## config.mk

```make
export PLATFORM = sky130hd
export DESIGN_NAME = ebt_timer
export DESIGN_NICKNAME = d
export VERILOG_FILES = /design/src/ebt_timer.v
export VERILOG_INCLUDE_DIRS = /design/src
export SDC_FILE = /design/constraint.sdc
export NUM_CORES = 1
export LEC_CHECK = 0
export ABC_AREA = 1
export BUFFER_PORTS_ARGS = -buffer_cell sky130_fd_sc_hd__buf_4
export CORE_ASPECT_RATIO = 0.7
export CORE_UTILIZATION = 35
export CTS_BUF_LIST = sky130_fd_sc_hd__clkbuf_8
export DETAILED_ROUTE_END_ITERATION = 12
export SYNTH_ARGS = -nofsm -noshare
export SYNTH_HDL_FRONTEND = slang
export SYNTH_SLANG_ARGS = --single-unit
```

## constraint.sdc

```tcl
create_clock -name hclk -period 2.4 [get_ports hclk]
set_input_delay 0.36 -clock hclk [delete_from_list [all_inputs] [get_ports hclk]]
set_output_delay 0.36 -clock hclk [all_outputs]
set_load 0.005 [all_outputs]
```

## src/ebt_timer_consts.vh

```
`ifndef EBT_TIMER_CONSTS_VH
`define EBT_TIMER_CONSTS_VH

// ----------------------------------------
// Register byte offsets
// ----------------------------------------
`define EBT_OFS_COUNT 8'h00
`define EBT_OFS_OPTION 8'h04
`define EBT_OFS_INTCTL 8'h08
`define EBT_OFS_STATUS 8'h0C
`define EBT_OFS_CLEAR 8'h10
`define EBT_OFS_ENABLE 8'h14

// ----------------------------------------
// Field positions
// ----------------------------------------
`define EBT_OPT_SRC 5
`define EBT_OPT_EDGE 4
`define EBT_OPT_ASSIGN 3
`define EBT_OPT_RATE_HI 2
`define EBT_OPT_RATE_LO 0
`define EBT_IC_IRQ_EN 5
`define EBT_IC_OVF_FLAG 2
`define EBT_ST_OVF 0

// ----------------------------------------
// Reset values
// ----------------------------------------
`define EBT_RST_COUNT 8'h00
`define EBT_RST_OPTION 8'hFF

// ----------------------------------------
// Timing
// ----------------------------------------
`define EBT_CLK_NS 50
`define EBT_TCY_NS 200
`define EBT_PHASES (`EBT_TCY_NS / `EBT_CLK_NS)
`define EBT_PHASE_Q2 2'h1
`define EBT_PHASE_Q4 2'h3
`define EBT_WR_INHIBIT 2'h2
`define EBT_COUNT_MAX 8'hFF

`endif

```

## src/ebt_timer.v

```verilog
`timescale 1ns/1ps
`default_nettype none
`include "ebt_timer_consts.vh"

// Functional notes
// - In timer mode with no prescaling the count register advances once per instruction cycle.
// - Source select 0 counts the instruction cycle clock and 1 counts external input transitions.
// - A write to the count register blocks incrementing for the next two instruction cycles.
// - Counter mode advances on one external edge, falling when edge select is 1 and rising when 0.
// - The single prescaler serves the watchdog when the assign bit is 1 and the timer when it is 0.
// - Rate codes 000 to 111 give timer division 1:2 to 1:256, or watchdog division 1:1 to 1:128.
// - The timer runs undivided only while the prescaler belongs to the watchdog.
// - The prescaler is hidden from software and any count register write clears it while timer owned.
// - A watchdog clear instruction clears the prescaler while the watchdog owns it.
// - Rolling the count from FFh to 00h sets the overflow flag whatever the interrupt enable is.
// - The overflow flag stays set until software clears it and interrupts only while enabled.
// - During sleep the timer is frozen, so it cannot wake the processor.
// - In counter mode the prescaler output is sampled on phase Q2 and the count moves at the Q4 that follows.
// - The count register is eight bits wide, readable and writable, holding the current value.
module ebt_timer
(
	input wire hclk,
	input wire hresetn,
	input wire ce,
	input wire hsel,
	input wire [31:0] haddr,
	input wire [1:0] htrans,
	input wire hwrite,
	input wire [2:0] hsize,
	input wire [31:0] hwdata,
	input wire hready,
	output reg [31:0] hrdata,
	output reg hreadyout,
	output reg hresp,
	input wire external_count_input,
	input wire watchdog_clock_tick,
	input wire watchdog_clear_instruction,
	input wire sleep_mode,
	output reg watchdog_prescaled_tick,
	output reg irq
);

	// ----------------------------------------
	// Declarations
	// ----------------------------------------
	reg [1:0] q_phase;
	reg dp_valid;
	reg dp_write;
	reg [7:0] dp_addr;
	reg rd_wait;
	reg [7:0] count_register;
	reg [7:0] timer_option_settings;
	reg overflow_irq_enable;
	reg overflow_flag;
	reg [7:0] prescaler;
	reg [1:0] inhibit;
	reg ext_s1;
	reg ext_s2;
	reg ext_s3;
	reg wdg_s1;
	reg wdg_s2;
	reg wdg_s3;
	reg ctr_pend;
	reg ctr_stage;
	reg [31:0] read_value;
	reg next_flag;
	reg next_enable;
	wire q2;
	wire q4;
	wire addr_phase;
	wire wr_go;
	wire wr_count;
	wire wr_option;
	wire wr_intctl;
	wire wr_clear;
	wire wr_enable;
	wire count_source_select;
	wire source_edge_select;
	wire prescaler_assign;
	wire [2:0] prescale_rate;
	wire ext_rise;
	wire ext_fall;
	wire ext_edge;
	wire wd_event;
	wire src_event;
	wire pre_advance;
	wire pre_done;
	wire pre_clear;
	wire timer_pulse;
	wire inc_req;
	wire inc;
	wire ovf_set;
	wire ovf_clr;

	// ----------------------------------------
	// Functions
	// ----------------------------------------

	// True when the low n bits of the prescaler are all ones
	function f_term;
		input [7:0] value;
		input [3:0] n;
		reg [7:0] mask;
		begin
			mask = 8'hFF >> (4'h8 - n);
			f_term = ((value & mask) == mask);
		end
	endfunction

	// ----------------------------------------
	// Option fields and phase decode
	// ----------------------------------------
	assign count_source_select = timer_option_settings[`EBT_OPT_SRC];
	assign source_edge_select = timer_option_settings[`EBT_OPT_EDGE];
	assign prescaler_assign = timer_option_settings[`EBT_OPT_ASSIGN];
	assign prescale_rate = timer_option_settings[`EBT_OPT_RATE_HI:`EBT_OPT_RATE_LO];
	assign q2 = (q_phase == `EBT_PHASE_Q2);
	assign q4 = (q_phase == `EBT_PHASE_Q4); // Last phase ends the instruction cycle

	// Four hclk phases make one instruction cycle
	always @(posedge hclk or negedge hresetn)
	begin
		if (!hresetn)
			q_phase <= 2'h0;
		else if (ce)
			q_phase <= q_phase + 2'h1;
	end

	// ----------------------------------------
	// AHB-Lite slave
	// ----------------------------------------
	assign addr_phase = hsel & htrans[1] & hready;
	assign wr_go = dp_valid & dp_write & hready;
	assign wr_count = wr_go & (dp_addr == `EBT_OFS_COUNT);
	assign wr_option = wr_go & (dp_addr == `EBT_OFS_OPTION);
	assign wr_intctl = wr_go & (dp_addr == `EBT_OFS_INTCTL);
	assign wr_clear = wr_go & (dp_addr == `EBT_OFS_CLEAR);
	assign wr_enable = wr_go & (dp_addr == `EBT_OFS_ENABLE);

	// Reads take one wait state so a write just before is already visible
	always @(posedge hclk or negedge hresetn)
	begin
		if (!hresetn)
		begin
			dp_valid <= 1'b0;
			dp_write <= 1'b0;
			dp_addr <= 8'h00;
			rd_wait <= 1'b0;
			hreadyout <= 1'b1;
			hresp <= 1'b0;
			hrdata <= 32'h0000_0000;
		end
		else if (ce)
		begin
			if (addr_phase)
			begin
				dp_valid <= 1'b1;
				dp_write <= hwrite;
				dp_addr <= {haddr[7:2], 2'b00};
			end
			else if (hready)
				dp_valid <= 1'b0;
			rd_wait <= addr_phase & ~hwrite;
			hreadyout <= ~(addr_phase & ~hwrite);
			hresp <= 1'b0;
			if (rd_wait)
				hrdata <= read_value;
		end
	end

	// Read mux; unmapped and write-only words read zero
	always @*
	begin
		read_value = 32'h0000_0000;
		case (dp_addr)
			`EBT_OFS_COUNT: read_value = {24'h00_0000, count_register};
			`EBT_OFS_OPTION: read_value = {24'h00_0000, timer_option_settings};
			`EBT_OFS_INTCTL:
			begin
				read_value[`EBT_IC_IRQ_EN] = overflow_irq_enable;
				read_value[`EBT_IC_OVF_FLAG] = overflow_flag;
			end
			`EBT_OFS_STATUS: read_value[`EBT_ST_OVF] = overflow_flag;
			`EBT_OFS_ENABLE: read_value[`EBT_ST_OVF] = overflow_irq_enable;
			default: read_value = 32'h0000_0000;
		endcase
	end

	// ----------------------------------------
	// Input synchronisers and edge detect
	// ----------------------------------------
	always @(posedge hclk or negedge hresetn)
	begin
		if (!hresetn)
		begin
			ext_s1 <= 1'b0;
			ext_s2 <= 1'b0;
			ext_s3 <= 1'b0;
			wdg_s1 <= 1'b0;
			wdg_s2 <= 1'b0;
			wdg_s3 <= 1'b0;
		end
		else if (ce)
		begin
			ext_s1 <= external_count_input;
			ext_s2 <= ext_s1;
			ext_s3 <= ext_s2;
			wdg_s1 <= watchdog_clock_tick;
			wdg_s2 <= wdg_s1;
			wdg_s3 <= wdg_s2;
		end
	end

	assign ext_rise = ext_s2 & ~ext_s3;
	assign ext_fall = ~ext_s2 & ext_s3;
	assign ext_edge = source_edge_select ? ext_fall : ext_rise;
	assign wd_event = wdg_s2 & ~wdg_s3;

	// ----------------------------------------
	// Shared prescaler
	// ----------------------------------------

	// Timer clock source: instruction cycle or external edge
	assign src_event = count_source_select ? ext_edge : q4;
	// Owner picks what advances the prescaler; never both at once
	assign pre_advance = ~sleep_mode & (prescaler_assign ? wd_event : src_event);
	// Timer division is 2^(rate+1), 1:2 at the lowest code
	assign pre_done = pre_advance & ~prescaler_assign & f_term(prescaler, {1'b0, prescale_rate} + 4'h1);
	// Clears follow the current owner only
	assign pre_clear = prescaler_assign ? watchdog_clear_instruction : wr_count;
	// Undivided only when the watchdog owns the prescaler
	assign timer_pulse = ~sleep_mode & (prescaler_assign ? src_event : pre_done);

	// Prescaler has no bus path; only clears and advances touch it
	always @(posedge hclk or negedge hresetn)
	begin
		if (!hresetn)
			prescaler <= 8'h00;
		else if (ce)
		begin
			if (pre_clear)
				prescaler <= 8'h00;
			else if (pre_advance)
				prescaler <= prescaler + 8'h01;
		end
	end

	// Watchdog side of the prescaler: 2^rate, so 1:1 at code 000
	always @(posedge hclk or negedge hresetn)
	begin
		if (!hresetn)
			watchdog_prescaled_tick <= 1'b0;
		else if (ce)
			watchdog_prescaled_tick <= pre_advance & prescaler_assign & ~pre_clear
				& f_term(prescaler, {1'b0, prescale_rate});
	end

	// ----------------------------------------
	// Counter mode synchronisation
	// ----------------------------------------

	// Prescaler output is caught at Q2 and applied at Q4
	always @(posedge hclk or negedge hresetn)
	begin
		if (!hresetn)
		begin
			ctr_pend <= 1'b0;
			ctr_stage <= 1'b0;
		end
		else if (ce)
		begin
			if (!count_source_select)
			begin
				ctr_pend <= 1'b0;
				ctr_stage <= 1'b0;
			end
			else if (!sleep_mode)
			begin
				if (q2)
				begin
					ctr_stage <= ctr_pend | timer_pulse;
					ctr_pend <= 1'b0;
				end
				else
				begin
					ctr_pend <= ctr_pend | timer_pulse;
					if (q4)
						ctr_stage <= 1'b0;
				end
			end
		end
	end

	// ----------------------------------------
	// Count register
	// ----------------------------------------
	assign inc_req = count_source_select ? (q4 & ctr_stage) : timer_pulse;
	// Sleep freezes the count, so no overflow can wake the core
	assign inc = inc_req & (inhibit == 2'h0) & ~wr_count & ~sleep_mode;

	always @(posedge hclk or negedge hresetn)
	begin
		if (!hresetn)
		begin
			count_register <= `EBT_RST_COUNT;
			inhibit <= 2'h0;
		end
		else if (ce)
		begin
			if (wr_count)
			begin
				count_register <= hwdata[7:0];
				inhibit <= `EBT_WR_INHIBIT;
			end
			else
			begin
				if (inc)
					count_register <= count_register + 8'h01;
				if (q4 && inhibit != 2'h0 && !sleep_mode)
					inhibit <= inhibit - 2'h1;
			end
		end
	end

	// ----------------------------------------
	// Option register
	// ----------------------------------------
	always @(posedge hclk or negedge hresetn)
	begin
		if (!hresetn)
			timer_option_settings <= `EBT_RST_OPTION;
		else if (ce && wr_option)
			timer_option_settings <= hwdata[7:0];
	end

	// ----------------------------------------
	// Overflow flag and interrupt
	// ----------------------------------------
	assign ovf_set = inc & (count_register == `EBT_COUNT_MAX);
	assign ovf_clr = (wr_intctl & ~hwdata[`EBT_IC_OVF_FLAG]) | (wr_clear & hwdata[`EBT_ST_OVF]);

	// A set in the same cycle as a clear wins so no rollover is lost
	always @*
	begin
		next_flag = ovf_set | (overflow_flag & ~ovf_clr);
		next_enable = overflow_irq_enable;
		if (wr_intctl)
			next_enable = hwdata[`EBT_IC_IRQ_EN];
		else if (wr_enable)
			next_enable = hwdata[`EBT_ST_OVF];
	end

	always @(posedge hclk or negedge hresetn)
	begin
		if (!hresetn)
		begin
			overflow_flag <= 1'b0;
			overflow_irq_enable <= 1'b0;
			irq <= 1'b0;
		end
		else if (ce)
		begin
			overflow_flag <= next_flag;
			overflow_irq_enable <= next_enable;
			irq <= next_flag & next_enable;
		end
	end

endmodule
`default_nettype wire

```

==> results <==
- The run finished with clean final reports.
- The number of hold-repair buffers added at the cts stage is 0.
- Across the routed clock network, the largest skew measured is between 0.01 and 0.015 ns.
- The number of clock buffers added by TritonCTS is 9.
- The first global-routing pass estimated between 10000 and 15000 um of wire.
- After clock tree synthesis, the clock-pin slew on the worst setup and hold paths is 0.07 ns.
- The horizontal extent of the die is 119.3 um.
- For this block, the via count after detailed routing is about 2800.
- The analysis attributes to cell leakage a power of 1.926 nW.
- In this run the post-CTS setup repair buffer count came out at 0.
- Across the VDD grid, the largest voltage drop is about 350 uV.
- Synthesis handed over a netlist of between 400 and 500 instances.
- CTS built an H-tree with a depth of 3.
- The post-synthesis average cell area is a little under 8 um2.
- In the final design database the tool counted ~560 nets.
- The wire-length estimate of the detail-placed layout is 5524 um.
- The summed area of non-filler cells in the final layout is approximately 3900 um2.
- The slowest stage of the critical path is the dfstp_2 cell.
- The overall routed net length is 7551 um.
- The source of the worst register-to-register timing path is timer_option_settings[0]$_DFFE_PN1P_.
- The area growth from synthesis to layout is 14.89%.
- Power spread over the standard cell area amounts to 757.4 nW/um2.
- The placed instances occupy a cell area of ~3700 um2.
- The post-synthesis instance area is roughly 3400 um2.
- The post-detailed-route via-to-cell ratio is about 4.7.
- The violation count after the first detailed-routing iteration is around 240.
- STA puts the critical path data arrival time at between 2 and 2.5 ns.
- After filler insertion, the fill cell instance count of the layout stands at around 950.
- After synthesis the netlist holds a flip-flop and latch count of slightly below 60.
- The total congestion overflow after global routing is 0.
- The critical path starts at timer_option_settings[0]$_DFFE_PN1P_.
- The number of hold violations in the final report came to 0.
- The most repeated library cell on the critical path is nand2_1.
- Input and output buffers added on the ports amount to 35.
- The min-delay analysis places its worst path in the category in2async.
- At the pin with the least slew margin, the transition time is about 0.74 ns.
- The minimum clock period after layout is 2.178 ns.
- The floorplan die area is 10030 um2.
- Setup repair after global routing left no endpoint under its margin.
- The headroom to the max-slew limit is between 50% and 60%.
- The via count of the first global-routing pass is 2559.
- At the worst endpoint, the required time is around 2.7 ns.
- The cell row count is 29.
- For the final routed database, the setup TNS stands at 0 ns.
- The initial utilization of the core area, before any placement, comes to between 30% and 40%.
- The pre-antenna-repair detailed-routing pass consisted of 4 iterations.
- Clock latency on the worst-skew pair, taken at its later pin, is between 0.3 and 0.4 ns.
- The number of synthesis warnings is 0.
- The routed wirelength normalized by instance count is about 13 um.
- The worst setup path is launched from a register.
- The signal on the critical path passes through inv_1 -> ha_1 -> ha_1 -> inv_1 -> nand2_1 -> nand3_1 -> nor2_1 -> nand2_1 -> nand2_1 -> nand2_1 -> nand2_1 -> nand2_1 -> nand2_2 -> nand2_1 -> nand2_1 -> nand2_1.
- The kind of critical path is reg2reg.
- Max-cap violations in this run came to 0.
- For this run, the register share of the synthesized area comes to a little over two fifths.
- Of the cells placed in the final design, the portion with a size suffix greater than 1 is around 16%.
- The global placement routability congestion is approximately 0.85.
- The post-route clock period utilization is ~91%.
- The clock net in this run drives a total of 58 sinks.
- The antenna diode instance count is 0.
- The number of ports placed on the die boundary is 115.
- The CTS tree is yes.
- The global-route usage over all layers is 16.50%.
- The remaining antenna violation count is 0.
- The maximum frequency from static timing analysis is 459.1 MHz.
- The height of the die is roughly 84 um.
- The maximum number of pins on one net before global-route repair is between 50 and 60.
- The area of the placeable core is just over 9000 um2.
- In this run, post-CTS repair resized a total of 0 instances.
- The root buffer selected by CTS is clkbuf_8.
- The maximum fanout along the worst path is 8.
- The cell family contributing the most delay on the critical path is simple AND/OR/NAND/NOR gates.
- The count of distinct cell types in the synthesized netlist is 38.
- Counting both buffers and inverters, the worst setup path holds a total of 2.
- Setup violations remaining at the end of the flow were counted as 0.
- The setup slack of the worst register-to-register path is 0.22 ns.
- After detailed routing, the number of remaining DRC violations is 0.
- Power comes to 2.932 mW.
- The number of pins with negative max-slew slack in the final report came to 0.
- Counting along the longest clock path gives a buffer depth of 2.
- The number of antenna violations at the first check in global routing is 0.
- STA classifies the critical path endpoint as a register.
- The delay of the slowest cell on the worst path is roughly 0.57 ns.
## cell families (layout without fill, tap and decap cells)
family / Yosys count / count (layout) / synth area share [%]
AND/OR/NAND/NOR: 190 / 190 / 24.21
multiplexers: 1 / 1 / 0.3342
buffers and inverters: 85 / 108 / 12.51
XOR/XNOR: 9 / 9 / 2.340
flip-flops: 58 / 58 / 43.41
other: 1 / 25 / 0.1113
adder cells (fa/ha/maj): 12 / 12 / 4.456
AO/OA/AOI/OAI: 74 / 74 / 12.63
## state kept, by name, indices dropped and copies added (netlist names), 2 cells and up
| signal | cells |
|---|---|
| count_register | 8 |
| dp_addr | 6 |
| hrdata | 8 |
| inhibit | 2 |
| prescaler | 8 |
| q_phase | 2 |
| timer_option_settings | 8 |
## path summary, 6_finish.rpt
| path | end | cells past startpoint |
|---|---|---|
| worst max-delay path | count_register[3]$_DFFE_PN0P_ | 16 |
| min in group hclk | dp_addr[7]$_DFFE_PN0P_ | 3 |
| max in group asynchronous | hrdata[7]$_DFFE_PN0P_ | 1 |
| worst min register to register | irq$_DFFE_PN0P_ | 2 |
| worst max register to register | count_register[3]$_DFFE_PN0P_ | 16 |
| worst min-delay path | prescaler[1]$_DFFE_PN0P_ | 1 |
## metal layers
layer	vias to the layer above	GRT usage (%)	routed length [um]
met1	1298	24.70	3969
met3	2	5.396	432
li1	1421	-	-
met2	76	21.78	3119
met4	0	5.409	29
met5	-	0	0
## placed cells by master, fill, tap and decap left out, drive strengths merged, types with 8 or more instances in the layout
cell type  instances
nand3             35
conb              25
a21oi             11
xor2               8
nor2              30
buf               40
o21ai             49
clkbuf            12
inv               53
dfrtp             49
nand2            113
dfstp              9
ha                12
## Yosys cell counts
master / number / area [um2]
o21ai_0: 48 / 240.2
nand4_1: 2 / 12.51
o211ai_1: 1 / 7.510
clkinv_1: 1 / 3.750
o221ai_1: 1 / 8.760
nor4_1: 3 / 18.77
a221oi_1: 1 / 8.760
nand2_2: 2 / 12.51
clkbuf_1: 5 / 18.77
a21oi_4: 1 / 16.27
nand3_2: 1 / 10.01
nor3_1: 5 / 25.02
dfrtp_1: 49 / 1226
nor2_1: 25 / 93.84
o21ai_4: 1 / 16.27
a31oi_1: 1 / 6.260
buf_2: 1 / 5.000
o31ai_1: 1 / 7.510
nor2_2: 3 / 18.77
nand3_1: 34 / 170.2
inv_2: 1 / 3.750
buf_1: 1 / 3.750
mux2_2: 1 / 11.26
xnor2_1: 1 / 8.760
nor2_4: 2 / 22.52
xor2_1: 8 / 70.07
a22oi_1: 4 / 30.03
o22ai_1: 4 / 25.02
inv_1: 50 / 187.7
ha_1: 12 / 150.1
a21oi_1: 10 / 50.05
dfstp_2: 9 / 236.5
nand2_1: 111 / 416.7
conb_1: 1 / 3.750
buf_4: 25 / 187.7
buf_6: 1 / 11.26
o41ai_1: 1 / 8.760
nand3b_1: 2 / 15.01
## metrics by stage
stage                     worst slack (ns)  cells  hold slack [ns]  util [%]
after global routing               0.02361    601           0.1200     42.00
after detailed placement            0.2429    585           0.4664     40.02
final                               0.2216    601          0.07168     42.00
after floorplan                     0.4781    454          0.06441         -
after CTS                           0.2075    601           0.1042     42.00
after global placement              0.2554    585           0.4585     40.02
## where the power goes
part,total [mW],switching (mW),internal [mW]
clock,0.825,0.377,0.448
sequential,1.37,0.190,1.18
combinational,0.741,0.449,0.292
total,2.93,1.02,1.92
## worst register-to-register path: stages, from the launching register on
cell	delay [ns]
dfstp_2	0.57
inv_1	0.08
ha_1	0.24
ha_1	0.18
inv_1	0.05
nand2_1	0.05
nand3_1	0.08
nor2_1	0.05
nand2_1	0.05
nand2_1	0.04
nand2_1	0.10
nand2_1	0.09
nand2_1	0.09
nand2_2	0.05
nand2_1	0.23
nand2_1	0.09
nand2_1	0.07
## area by class of cell
cell class,instances,area (um2),area share [%]
Multi-Input combinational cell,311,1575,40.69
Sequential cell,58,1463,37.78
Clock buffer,12,165.2,4.266
Tap cell,124,155.1,4.008
Timing Repair Buffer,40,300.3,7.757
Inverter,52,195.2,5.042
Clock inverter,4,17.52,0.4525
Note: power is estimated with default switching activity, not from simulation.
